**src/design/mic_pkg.sv**
```systemverilog
// Purpose: constants and types for the maskable interrupt control block
// Assumes: 8-bit register port, one 100 MHz clock
// Notes:   constants are used as mic_pkg::name, never imported
//
// What this block does
// - Three-bit priority field per source: 0 disables, 1..7 rising priority.
// - Request flag at bit 3 is cleared by writing 0; writing 1 is ignored.
// - Polarity bit 4 selects falling edge at 0, rising edge at 1.
// - Changing polarity may itself set the request flag.
// - Global enable flag clear blocks all maskable requests; set permits them.
// - Request flag sets on a request, clears when acknowledged and vectored.
// - Acknowledge needs enable set, flag set and level above threshold.
// - Outside an entry, enable, flags, levels and threshold never change one another.
// - Threshold n admits levels above n; threshold 7 blocks all.
// - Priority judged when the instruction ends; entry starts next cycle.
// - String and repeat-multiply instructions are suspended for entry.
// - Entry first reads vector information and clears the source flag.
// - Flags copied to hidden store; enable, single-step, stack-select cleared.
// - Software interrupts 32 to 63 keep the stack-select flag.
// - Entry pushes saved flags, then program counter, then loads vector.
// - Threshold takes the level of the acknowledged maskable request.
// - The entry sequence lasts a fixed 20 cycles.
// - Special entries set threshold 7; software entries leave it unchanged.
// - Equal levels are resolved by a fixed hardware order.
package mic_pkg;

  localparam int          NPIN = 4;
  localparam logic [NPIN-1:0][7:0] OFS_CTRL =
    {8'h5A, 8'h55, 8'h59, 8'h5D};
  localparam logic [7:0]  OFS_FLAGS = 8'h60;
  localparam logic [7:0]  OFS_IPL   = 8'h61;
  localparam logic [7:0]  OFS_STAT  = 8'h62;

  localparam int          LVL_LSB = 0;
  localparam int          IR_BIT  = 3;
  localparam int          POL_BIT = 4;
  localparam int          RSV_BIT = 5;
  localparam int          FI_BIT  = 0;
  localparam int          FD_BIT  = 1;
  localparam int          FU_BIT  = 2;

  localparam logic [2:0]  LVL_RST   = 3'h0;
  localparam logic        IR_RST    = 1'h0;
  localparam logic        POL_RST   = 1'h0;
  localparam logic        RSV_RST   = 1'h0;
  localparam logic        FLAG_RST  = 1'h0;
  localparam logic [2:0]  IPL_RST   = 3'h0;
  localparam logic [2:0]  IPL_BLOCK = 3'h7;
  localparam logic [5:0]  SW_U_LO   = 6'h20;

  localparam logic [4:0]  SEQ_CYCLES = 5'h14;
  localparam logic [4:0]  ST_INFO    = 5'h00;
  localparam logic [4:0]  ST_PUSHF   = 5'h04;
  localparam logic [4:0]  ST_PUSHPC  = 5'h08;
  localparam logic [4:0]  ST_IPL     = 5'h0C;
  localparam logic [4:0]  ST_LOADPC  = 5'h10;

  typedef enum logic [1:0] {K_MASK, K_SW, K_SPEC} mic_kind_t;

  typedef struct packed {
    logic [NPIN-1:0]      s1;
    logic [NPIN-1:0]      s2;
    logic [NPIN-1:0]      lvPrev;
    logic [NPIN-1:0][2:0] lvl;
    logic [NPIN-1:0]      ir;
    logic [NPIN-1:0]      edge_polarity;
    logic [NPIN-1:0]      rsv;
    logic                 flagI;
    logic                 flagD;
    logic                 flagU;
    logic [2:0]           processor_priority_threshold;
    logic                 active;
    logic [4:0]           step;
    mic_kind_t            kind;
    logic [1:0]           src;
    logic [2:0]           seqLvl;
    logic [5:0]           vec;
    logic [5:0]           saved;
    logic [7:0]           rdata;
    logic                 infoRead;
    logic                 pushFlags;
    logic                 pushPc;
    logic                 loadPc;
    logic                 suspend;
  } mic_state_t;

endpackage

```
**src/design/mic_top.sv**
```systemverilog
// Purpose: maskable interrupt control for four external pin sources
// Assumes: core signals are on clk; intPin comes from pads
// Notes:   entry sequence is driven here, the core follows its strobes
`timescale 1ns/1ps
module mic_top #(
  parameter logic [3:0][5:0] PIN_VEC = {6'h1B, 6'h1A, 6'h19, 6'h1D}
) (
  input  wire logic       clk,
  input  wire logic       nrst,
  input  wire logic [7:0] addr,
  input  wire logic [7:0] wdata,
  input  wire logic       wr,
  input  wire logic       rd,
  output logic      [7:0] rdata,
  input  wire logic [3:0] intPin,
  input  wire logic       instrDone,
  input  wire logic       stringBusy,
  input  wire logic       swReq,
  input  wire logic [5:0] swNum,
  input  wire logic       specReq,
  input  wire logic [5:0] specNum,
  output logic            entryBusy,
  output logic            infoRead,
  output logic            pushFlags,
  output logic            pushPc,
  output logic            loadPc,
  output logic            suspendInstr,
  output logic      [5:0] vectorNum,
  output logic      [5:0] savedFlags,
  output logic            intEnable,
  output logic      [2:0] threshold
);

  mic_pkg::mic_state_t r;
  mic_pkg::mic_state_t next_r;
  logic [3:0] edgeHit;
  logic [3:0] wrCtrl;
  logic       found;
  logic [1:0] win;
  logic [2:0] winLvl;
  logic       maskOk;
  logic       eval;
  logic       accept;

  always_comb begin
    logic lv;
    lv      = 1'b0;
    next_r  = r;
    found   = 1'b0;
    win     = 2'h0;
    winLvl  = 3'h0;
    edgeHit = 4'h0;
    wrCtrl  = 4'h0;
    next_r.s1        = intPin;
    next_r.s2        = r.s1;
    next_r.infoRead  = 1'b0;
    next_r.pushFlags = 1'b0;
    next_r.pushPc    = 1'b0;
    next_r.loadPc    = 1'b0;
    next_r.suspend   = 1'b0;
    next_r.rdata     = 8'h00;

    // Polarity folds into the level, so a polarity flip can look like an edge
    for (int i = 0; i < mic_pkg::NPIN; i++) begin
      lv = r.s2[i] ~^ r.edge_polarity[i];
      next_r.lvPrev[i] = lv;
      edgeHit[i] = lv & ~r.lvPrev[i];
      wrCtrl[i] = wr && (addr == mic_pkg::OFS_CTRL[i]);
    end

    // Lowest index wins a tie of levels
    for (int i = mic_pkg::NPIN - 1; i >= 0; i--) begin
      if (r.ir[i] && r.lvl[i] != 3'h0 && r.lvl[i] >= winLvl) begin
        found  = 1'b1;
        win    = 2'(i);
        winLvl = r.lvl[i];
      end
    end
    maskOk = r.flagI && found && (winLvl > r.processor_priority_threshold);
    eval   = !r.active && (instrDone || stringBusy);
    accept = eval && (specReq || swReq || maskOk);

    // Each field has its own write path only
    for (int i = 0; i < mic_pkg::NPIN; i++) begin
      if (wrCtrl[i]) begin
        next_r.lvl[i] = wdata[mic_pkg::LVL_LSB +: 3];
        next_r.edge_polarity[i] = wdata[mic_pkg::POL_BIT];
        next_r.rsv[i] = wdata[mic_pkg::RSV_BIT];
        if (!wdata[mic_pkg::IR_BIT])
          next_r.ir[i] = 1'b0;
      end
    end
    if (wr && addr == mic_pkg::OFS_FLAGS) begin
      next_r.flagI = wdata[mic_pkg::FI_BIT];
      next_r.flagD = wdata[mic_pkg::FD_BIT];
      next_r.flagU = wdata[mic_pkg::FU_BIT];
    end
    if (wr && addr == mic_pkg::OFS_IPL)
      next_r.processor_priority_threshold = wdata[2:0];

    if (accept) begin
      next_r.active   = 1'b1;
      next_r.step     = mic_pkg::ST_INFO;
      next_r.infoRead = 1'b1;
      next_r.suspend  = !instrDone && stringBusy;
      next_r.saved    = {r.processor_priority_threshold, r.flagU, r.flagD, r.flagI};
      next_r.flagI    = 1'b0;
      next_r.flagD    = 1'b0;
      if (specReq) begin
        next_r.kind  = mic_pkg::K_SPEC;
        next_r.vec   = specNum;
        next_r.flagU = 1'b0;
      end else if (swReq) begin
        next_r.kind = mic_pkg::K_SW;
        next_r.vec  = swNum;
        if (swNum < mic_pkg::SW_U_LO)
          next_r.flagU = 1'b0;
      end else begin
        next_r.kind   = mic_pkg::K_MASK;
        next_r.src    = win;
        next_r.seqLvl = winLvl;
        next_r.vec    = PIN_VEC[win];
        next_r.flagU  = 1'b0;
        next_r.ir[win] = 1'b0;
      end
    end else if (r.active) begin
      next_r.step = r.step + 5'h01;
      if (r.step == mic_pkg::SEQ_CYCLES - 5'h01) begin
        next_r.active = 1'b0;
        next_r.step   = mic_pkg::ST_INFO;
      end
      if (next_r.step == mic_pkg::ST_PUSHF && next_r.active)
        next_r.pushFlags = 1'b1;
      if (next_r.step == mic_pkg::ST_PUSHPC)
        next_r.pushPc = 1'b1;
      if (next_r.step == mic_pkg::ST_LOADPC)
        next_r.loadPc = 1'b1;
      if (r.step == mic_pkg::ST_IPL - 5'h01) begin
        if (r.kind == mic_pkg::K_MASK)
          next_r.processor_priority_threshold = r.seqLvl;
        else if (r.kind == mic_pkg::K_SPEC)
          next_r.processor_priority_threshold = mic_pkg::IPL_BLOCK;
      end
    end

    // A new edge wins over any clear in the same cycle
    for (int i = 0; i < mic_pkg::NPIN; i++) begin
      if (edgeHit[i])
        next_r.ir[i] = 1'b1;
    end

    if (rd) begin
      for (int i = 0; i < mic_pkg::NPIN; i++) begin
        if (addr == mic_pkg::OFS_CTRL[i])
          next_r.rdata = {2'h0, r.rsv[i], r.edge_polarity[i], r.ir[i], r.lvl[i]};
      end
      case (addr)
        mic_pkg::OFS_FLAGS:
          next_r.rdata = {5'h00, r.flagU, r.flagD, r.flagI};
        mic_pkg::OFS_IPL:  next_r.rdata = {5'h00, r.processor_priority_threshold};
        mic_pkg::OFS_STAT: next_r.rdata = {r.active, 5'h00, r.src};
        default: ;
      endcase
    end
  end

  always_ff @(posedge clk) begin
    if (!nrst) begin
      r        <= '0;
      r.lvPrev <= 4'hF;
      r.lvl    <= {4{mic_pkg::LVL_RST}};
      r.ir     <= {4{mic_pkg::IR_RST}};
      r.edge_polarity    <= {4{mic_pkg::POL_RST}};
      r.rsv    <= {4{mic_pkg::RSV_RST}};
      r.flagI  <= mic_pkg::FLAG_RST;
      r.processor_priority_threshold    <= mic_pkg::IPL_RST;
      r.kind   <= mic_pkg::K_MASK;
    end else begin
      r <= next_r;
    end
  end

  assign rdata        = r.rdata;
  assign entryBusy    = r.active;
  assign infoRead     = r.infoRead;
  assign pushFlags    = r.pushFlags;
  assign pushPc       = r.pushPc;
  assign loadPc       = r.loadPc;
  assign suspendInstr = r.suspend;
  assign vectorNum    = r.vec;
  assign savedFlags   = r.saved;
  assign intEnable    = r.flagI;
  assign threshold    = r.processor_priority_threshold;
endmodule

```
**config.mk**
```make
export PLATFORM = sky130hd
export DESIGN_NAME = mic_top
export DESIGN_NICKNAME = d
export VERILOG_FILES = /design/src/design/mic_pkg.sv /design/src/design/mic_top.sv
export SDC_FILE = /design/constraint.sdc
export NUM_CORES = 1
export LEC_CHECK = 0
export BUFFER_PORTS_ARGS = -buffer_cell sky130_fd_sc_hd__buf_2
export CORE_MARGIN = 3
export CORE_UTILIZATION = 40
export DETAILED_ROUTE_END_ITERATION = 8
export PLACE_DENSITY_LB_ADDON = 0.1
export SLEW_MARGIN = 20
export SYNTH_ARGS = -nofsm -noshare
export SYNTH_HDL_FRONTEND = slang
export SYNTH_SLANG_ARGS = --single-unit
```
**constraint.sdc**
```tcl
create_clock -name clk -period 7.2 [get_ports clk]
set_input_delay 1.08 -clock clk [delete_from_list [all_inputs] [get_ports clk]]
set_output_delay 1.08 -clock clk [all_outputs]
set_load 0.01 [all_outputs]
```
* Word-level counts from Yosys, hierarchy flattened
Index checks and enable logic that the tools add are counted.
** Storage, ports and cells
- Word-level logic and storage cells :: 168
- Register bits :: 80
- Input bits :: 40
- RAM bits :: 0
- Memory bits (read-only) :: 0
- Memories kept :: 0
- Output and inout bits :: 30
- Bits in latches :: 0
** Operators by class
- $add $sub $neg :: 1
- Muxes and demuxes :: 59
- $lt $le $gt $ge :: 8
- Reductions and logical operators :: 36
- Bitwise logic cells :: 18
- Equal/unequal tests :: 13
- Shifts and indexed selects :: 0
- $mul :: 0
- Divide/modulo/power cells :: 0
** Operators with widths (count)
- == test 8 x 7 -> 1 bit (second input constant) :: 7
- two-way mux 6 bit :: 8
- two-way mux 1 bit :: 27
- two-way mux 3 bit :: 9
- two-way mux 8 bit :: 3
- case mux 8 bit (3 select lines) :: 1
- logical AND 1 bit :: 21
- binary-select mux 6 bit (select 2 bit) :: 1
- two-way mux 4 bit :: 3
- nonzero test 3 bit :: 4
- == test 5 x 4 -> 1 bit (second input constant) :: 2
- == test 5 bit (second input constant) :: 2
- two-way mux 2 bit :: 5
- greater-or-equal comparator 3 bit :: 3
- two-way mux 9 bit :: 1
- inverter 1 bit :: 8
- less-than comparator 6 bit (second input constant) :: 1
- adder 5 x 1 -> 5 bit (second input constant) :: 1
- == test 5 x 3 -> 1 bit (second input constant) :: 1
- bitwise AND 1 bit :: 4
- bitwise AND 4 bit :: 1
- inverter 4 bit :: 1
- AND reduction 2 bit :: 2
- XNOR 1 bit :: 4
- other kinds (12) :: 15

* Depth between registers and ports, before layout
- Depth in word-level cells :: 23
- Mapped depth :: 30
- Gate-level depth less buffers :: 28

* Worst setup path after synthesis
No wires, ideal clock.
- Path kind :: flip-flop to flip-flop
- Start :: register r[55] (netlist name)
- End :: register r, in the netlist savedFlags[5]
- Period minus slack after synthesis :: 5717 ps
- Buffers on the path :: 2
- Setup slack :: 1483 ps
- Library setup time :: 71 ps
- Data arrival time :: 5647 ps
- Stages on the path, launching flop included :: 30
- Data required time :: 7129 ps
- Cells stage by stage :: dfxtp_1 > and2_1 > ha_1 > nor2b_1 > o21ai_0 > nand3_1 > o21ai_0 > ha_1 > nand2b_1 > a31oi_1 > nor2b_1 > a31o_2 > and2_1 > a2bb2oi_1 > ha_1 > a21oi_1 > o21ai_1 > o311ai_0 > clkbuf_1 > nand2_1 > or2_1 > nand2_1 > ha_1 > o21ai_1 > a21oi_1 > o31ai_1 > a41o_2 > buf_6 > nand2_1 > a21oi_1
** On the way
- Word-level cells in the longest chain between the ends :: 16
- Elaborated cells between the ends (all ways) :: 21
- Those cells by class :: order compare: 4; mux: 8; reduce/logical: 9
** RTL lines
- from (decl) :: line mic_top.sv:34 : mic_pkg::mic_state_t r;
- from (signal assigned) :: line mic_top.sv:179 : r <= next_r;
- logical AND 1 bit (*) (2 in a row) :: line mic_top.sv:73 : if (r.ir[i] && r.lvl[i] != 3'h0 && r.lvl[i] >= winLvl) begin
- two-way mux 3 bit (*) :: line mic_top.sv:73
- greater-or-equal comparator 3 bit :: line mic_top.sv:73
- logical AND 1 bit :: line mic_top.sv:73
- two-way mux 3 bit (*) :: line mic_top.sv:73
- greater-or-equal comparator 3 bit :: line mic_top.sv:73
- logical AND 1 bit :: line mic_top.sv:73
- two-way mux 3 bit (*) :: line mic_top.sv:73
- greater-or-equal comparator 3 bit :: line mic_top.sv:73
- logical AND 1 bit :: line mic_top.sv:73
- two-way mux 3 bit (*) :: line mic_top.sv:73
- named net winLvl[2] :: line mic_top.sv:40 : logic [2:0] winLvl;
- > comparator 3 bit (*) :: line mic_top.sv:79 : maskOk = r.flagI && found && (winLvl > r.processor_priority_threshold);
- logical AND 1 bit (*) :: line mic_top.sv:79
- logical OR 1 bit (*) :: line mic_top.sv:81 : accept = eval && (specReq || swReq || maskOk);
- logical AND 1 bit (*) :: line mic_top.sv:81
The timed path passes the listed nets; every way through them passes the cells marked *.
A chain may end at the register's enable or synchronous reset.

* Worst setup path after layout
- Start :: register r[55] (netlist name)
- End :: register r, in the netlist vectorNum[0]
Same word-level chain as after synthesis.

==> impl_metrics.yaml <==
power:
  combPwrFrac_pct: 8.0
  p_per_area_nw_per_um2: 188.7
  leakagePower_nw: 1.925
  clock_power_share_pct: 39.2
  intPower_uw: 641.4
  p_sw_uw: 217.0
  peakVddDrop_v: 0.00009044
  seqPwrFrac_pct: 52.8
  switching_share_pct: 25.28
min_path:
  hold_depth: 1
  min-delay-path-class: "register to register"
  hp-start: "r[69]$_SDFF_PN1_"
  holdPathEnd: "r[53]$_SDFF_PN0_"
clocking:
  cts_made_buffers: 9
  cts_sinks: 79
  hold_buffers: 0
  cts-root-buf: "clkbuf_8"
  cts_tree: "yes"
  clkSlewWorstSetupHoldPaths_ps: 90
  clk_latency_ps: 350
  htreeDepth: 3
  clk_path_buf_depth: 2
  cts.repair_timing.setup_buffer_count: 0
sta:
  setup_tns_ps: 0
  drv_slew: 0
  finalHoldViolations: 0
  rsz0062_at_grt: "false"
  setup_ws_ps: 743.4
  tightest_slew_ps: 851.3
  skew_ps: 16.35
  post-route-min-period_ps: 6457
  slew_headroom_pct: 42.35
  setup_violations: 0
  post-route-period-util_pct: 89.68
  clock.fmax_mhz: 154.9
die:
  fp.dieH_um: 107.0
  num_io_pins: 70
  design.core.area_um2: 9864
  dieWidth_um: 107.0
  die_area_um2: 11440
  num_rows: 36
  initial_utilization_pct: 41.34
logic_synthesis:
  syn_inst: 476
  synth_edf_count: 0
  syn_area_per_cell_um2: 8.567
  synth_area_um2: 4078
  synth_nets: 529
  synth_async_sr_flop_share_pct: 0
  synth_flop_cell: "dfxtp_1"
  synth.distinct_cells: 66
  yosysSeqAreaShare_pct: 38.78
  yosys_warnings: 0
  synth-seq-cells: 79
critical_path:
  path_class: "register to register"
  crit_top_cell: "nand2_1"
  rr_worst_depth: 28
  slowest_delay_ps: 450
  end_kind: "register"
  required_ps: 7460
  cp_max_fo: 12
  rrSetupSlack_ps: 740
  regToRegStartpoint: "r[55]$_SDFF_PN0_"
  cp.arrival_ps: 6710
  r2r-end: "vectorNum[0]$_SDFFE_PN0N_"
  worstSetupStartpointType: "register"
  crit_slowest_cell: "a41oi_4"
final_layout:
  finalNetCount: 564
  mostFrequentLayoutCells: "dfxtp_1 (79), buf_2 (66), nand2_1 (60)"
  drive_gt1_share_pct: 20.35
  final_common_cell: "dfxtp_1"
  diodes: 0
  area.growth.synth_to_final_pct: 11.54
place:
  place_congestion: 0.8746
  dp_slack_ps: 333.9
  dp_hpwl_mm: 7.747
  io_buffers: 66
detailed_routing:
  vias: 3467
  drtAntennaViolNets: 0
  firstDrtPassIters: 4
  avgRoutedWirePerCell_um: 16.31
  dr.first_iter.drc_count: 148
  drt_wl_total_mm: 10.59
  drc: 0
  via_per_inst: 5.342
global_routing:
  grt_pass1_wl_mm: 17.37
  antenna_found_initial: 0
  grt_usage_pct: 19.14
  grt_overflow_total: 0
  grt_pass1_vias: 3409
  grt_max_degree: 29
outcome:
  status: "complete, no violations"
flow_run:
  max-cap-violations: 0
[power by group through the flow]
stage | combinational, mW | sequential, mW | clock, mW
floorplan | 0.0452 | 0.461 | 0
global placement | 0.0676 | 0.463 | 0
detailed placement | 0.0680 | 0.464 | 0
CTS | 0.0683 | 0.453 | 0.344
global route | 0.0770 | 0.455 | 0.367
finish | 0.0685 | 0.453 | 0.336
[stage by stage]
step / area (µm²) / std cells / util [%] / power (mW) / hold WS (ps)
final: 4548 / 649 / 46.11 / 0.8584 / 439.4
after global routing: 4548 / 649 / 46.11 / 0.8987 / 459.9
after global placement: 4333 / 633 / 43.92 / 0.5310 / 414.2
after CTS: 4532 / 649 / 45.94 / 0.8656 / 439.7
after floorplan: 4078 / 476 / - / 0.5061 / 411.9
after detailed placement: 4333 / 633 / 43.92 / 0.5316 / 420.0
[routing by layer]
layer / routed length (µm) / global-route usage, % / vias to the layer above
met4: 171 / 6.210 / 0
met2: 4732 / 31.21 / 96
li1: - / - / 1744
met3: 637 / 2.890 / 17
met1: 5044 / 26.03 / 1610
met5: 0 / 0 / -
[what timing repair did]
item                                    CTS  global route
gates resized for setup                   0             4
endpoints found under the setup margin    0            29
endpoints found under the hold margin     0             0
[flip-flops by register name (all words and copies together), names as in the netlist, 3 cells and up]
name and cells:
next_r 4, vectorNum 6, rdata 7, r 46, savedFlags 6, threshold 3
[how the worst max path moves through the flow]
stage | from | slack, ps | end
finish | r[55]$_SDFF_PN0_ | 740 | vectorNum[0]$_SDFFE_PN0N_
global route | r[55]$_SDFF_PN0_ | 50 | vectorNum[0]$_SDFFE_PN0N_
CTS | r[55]$_SDFF_PN0_ | 250 | vectorNum[0]$_SDFFE_PN0N_
detailed placement | r[55]$_SDFF_PN0_ | 330 | vectorNum[0]$_SDFFE_PN0N_
global placement | r[55]$_SDFF_PN0_ | 440 | vectorNum[0]$_SDFFE_PN0N_
floorplan | r[55]$_SDFF_PN0_ | 1480 | savedFlags[5]$_SDFFE_PN0N_
[critical path: cells and delay by family (launching register included)]
kind / cells / cell delay [ps]
adders and majority gates: 4 / 1120
DFF: 1 / 420
and+or+nand+nor: 12 / 1940
AOI/OAI and AO/OA: 12 / 2880
[cell families (layout without fill, tap and decap cells)]
logic type,count (synthesis),in the layout,share of synthesized area [%]
other cells,1,1,0.09196
flops,79,79,38.78
fa+ha+maj,13,13,3.989
xor+xnor,6,6,1.289
simple gates,177,177,21.08
buf+inv,58,98,7.917
mux,32,32,8.039
compound gates,110,110,18.81
[area by class of cell]
class,count,area [µm²]
clock inverters,5,57.56
multi-input cells,339,2196
clock buffers,11,141.4
inverters,12,45.04
flip-flops and latches,79,1582
fillers,1001,5316
repair buffers,70,360.3
well taps,133,166.4
[synth_stat cells, types with 3 or more instances]
master    number  area share (%)
xor2_1         4            0.86
a31oi_1        7             1.1
nand3b_1       3            0.55
o31ai_1        5            0.92
o21ai_0       13             1.6
nand2_1       60             5.5
a22o_1         7             1.5
mux2_2         6             1.7
mux2i_1       26             6.4
nand3_1       19             2.3
a22oi_1        9             1.7
dfxtp_1       79              39
nor2b_1       13             2.0
o221ai_1       5             1.1
and2_1        10             1.5
clkbuf_1      16             1.5
ha_1          13             4.0
a21oi_1       35             4.3
buf_4         23             4.2
buf_2          3            0.37
nor2_1        42             3.9
and3_1         5            0.77
o21ai_1        3            0.37
inv_1         12             1.1
nand2b_1       3            0.46
nor4_1         3            0.46
nor3_1         3            0.37
Note: power is estimated with default switching activity, not from simulation.
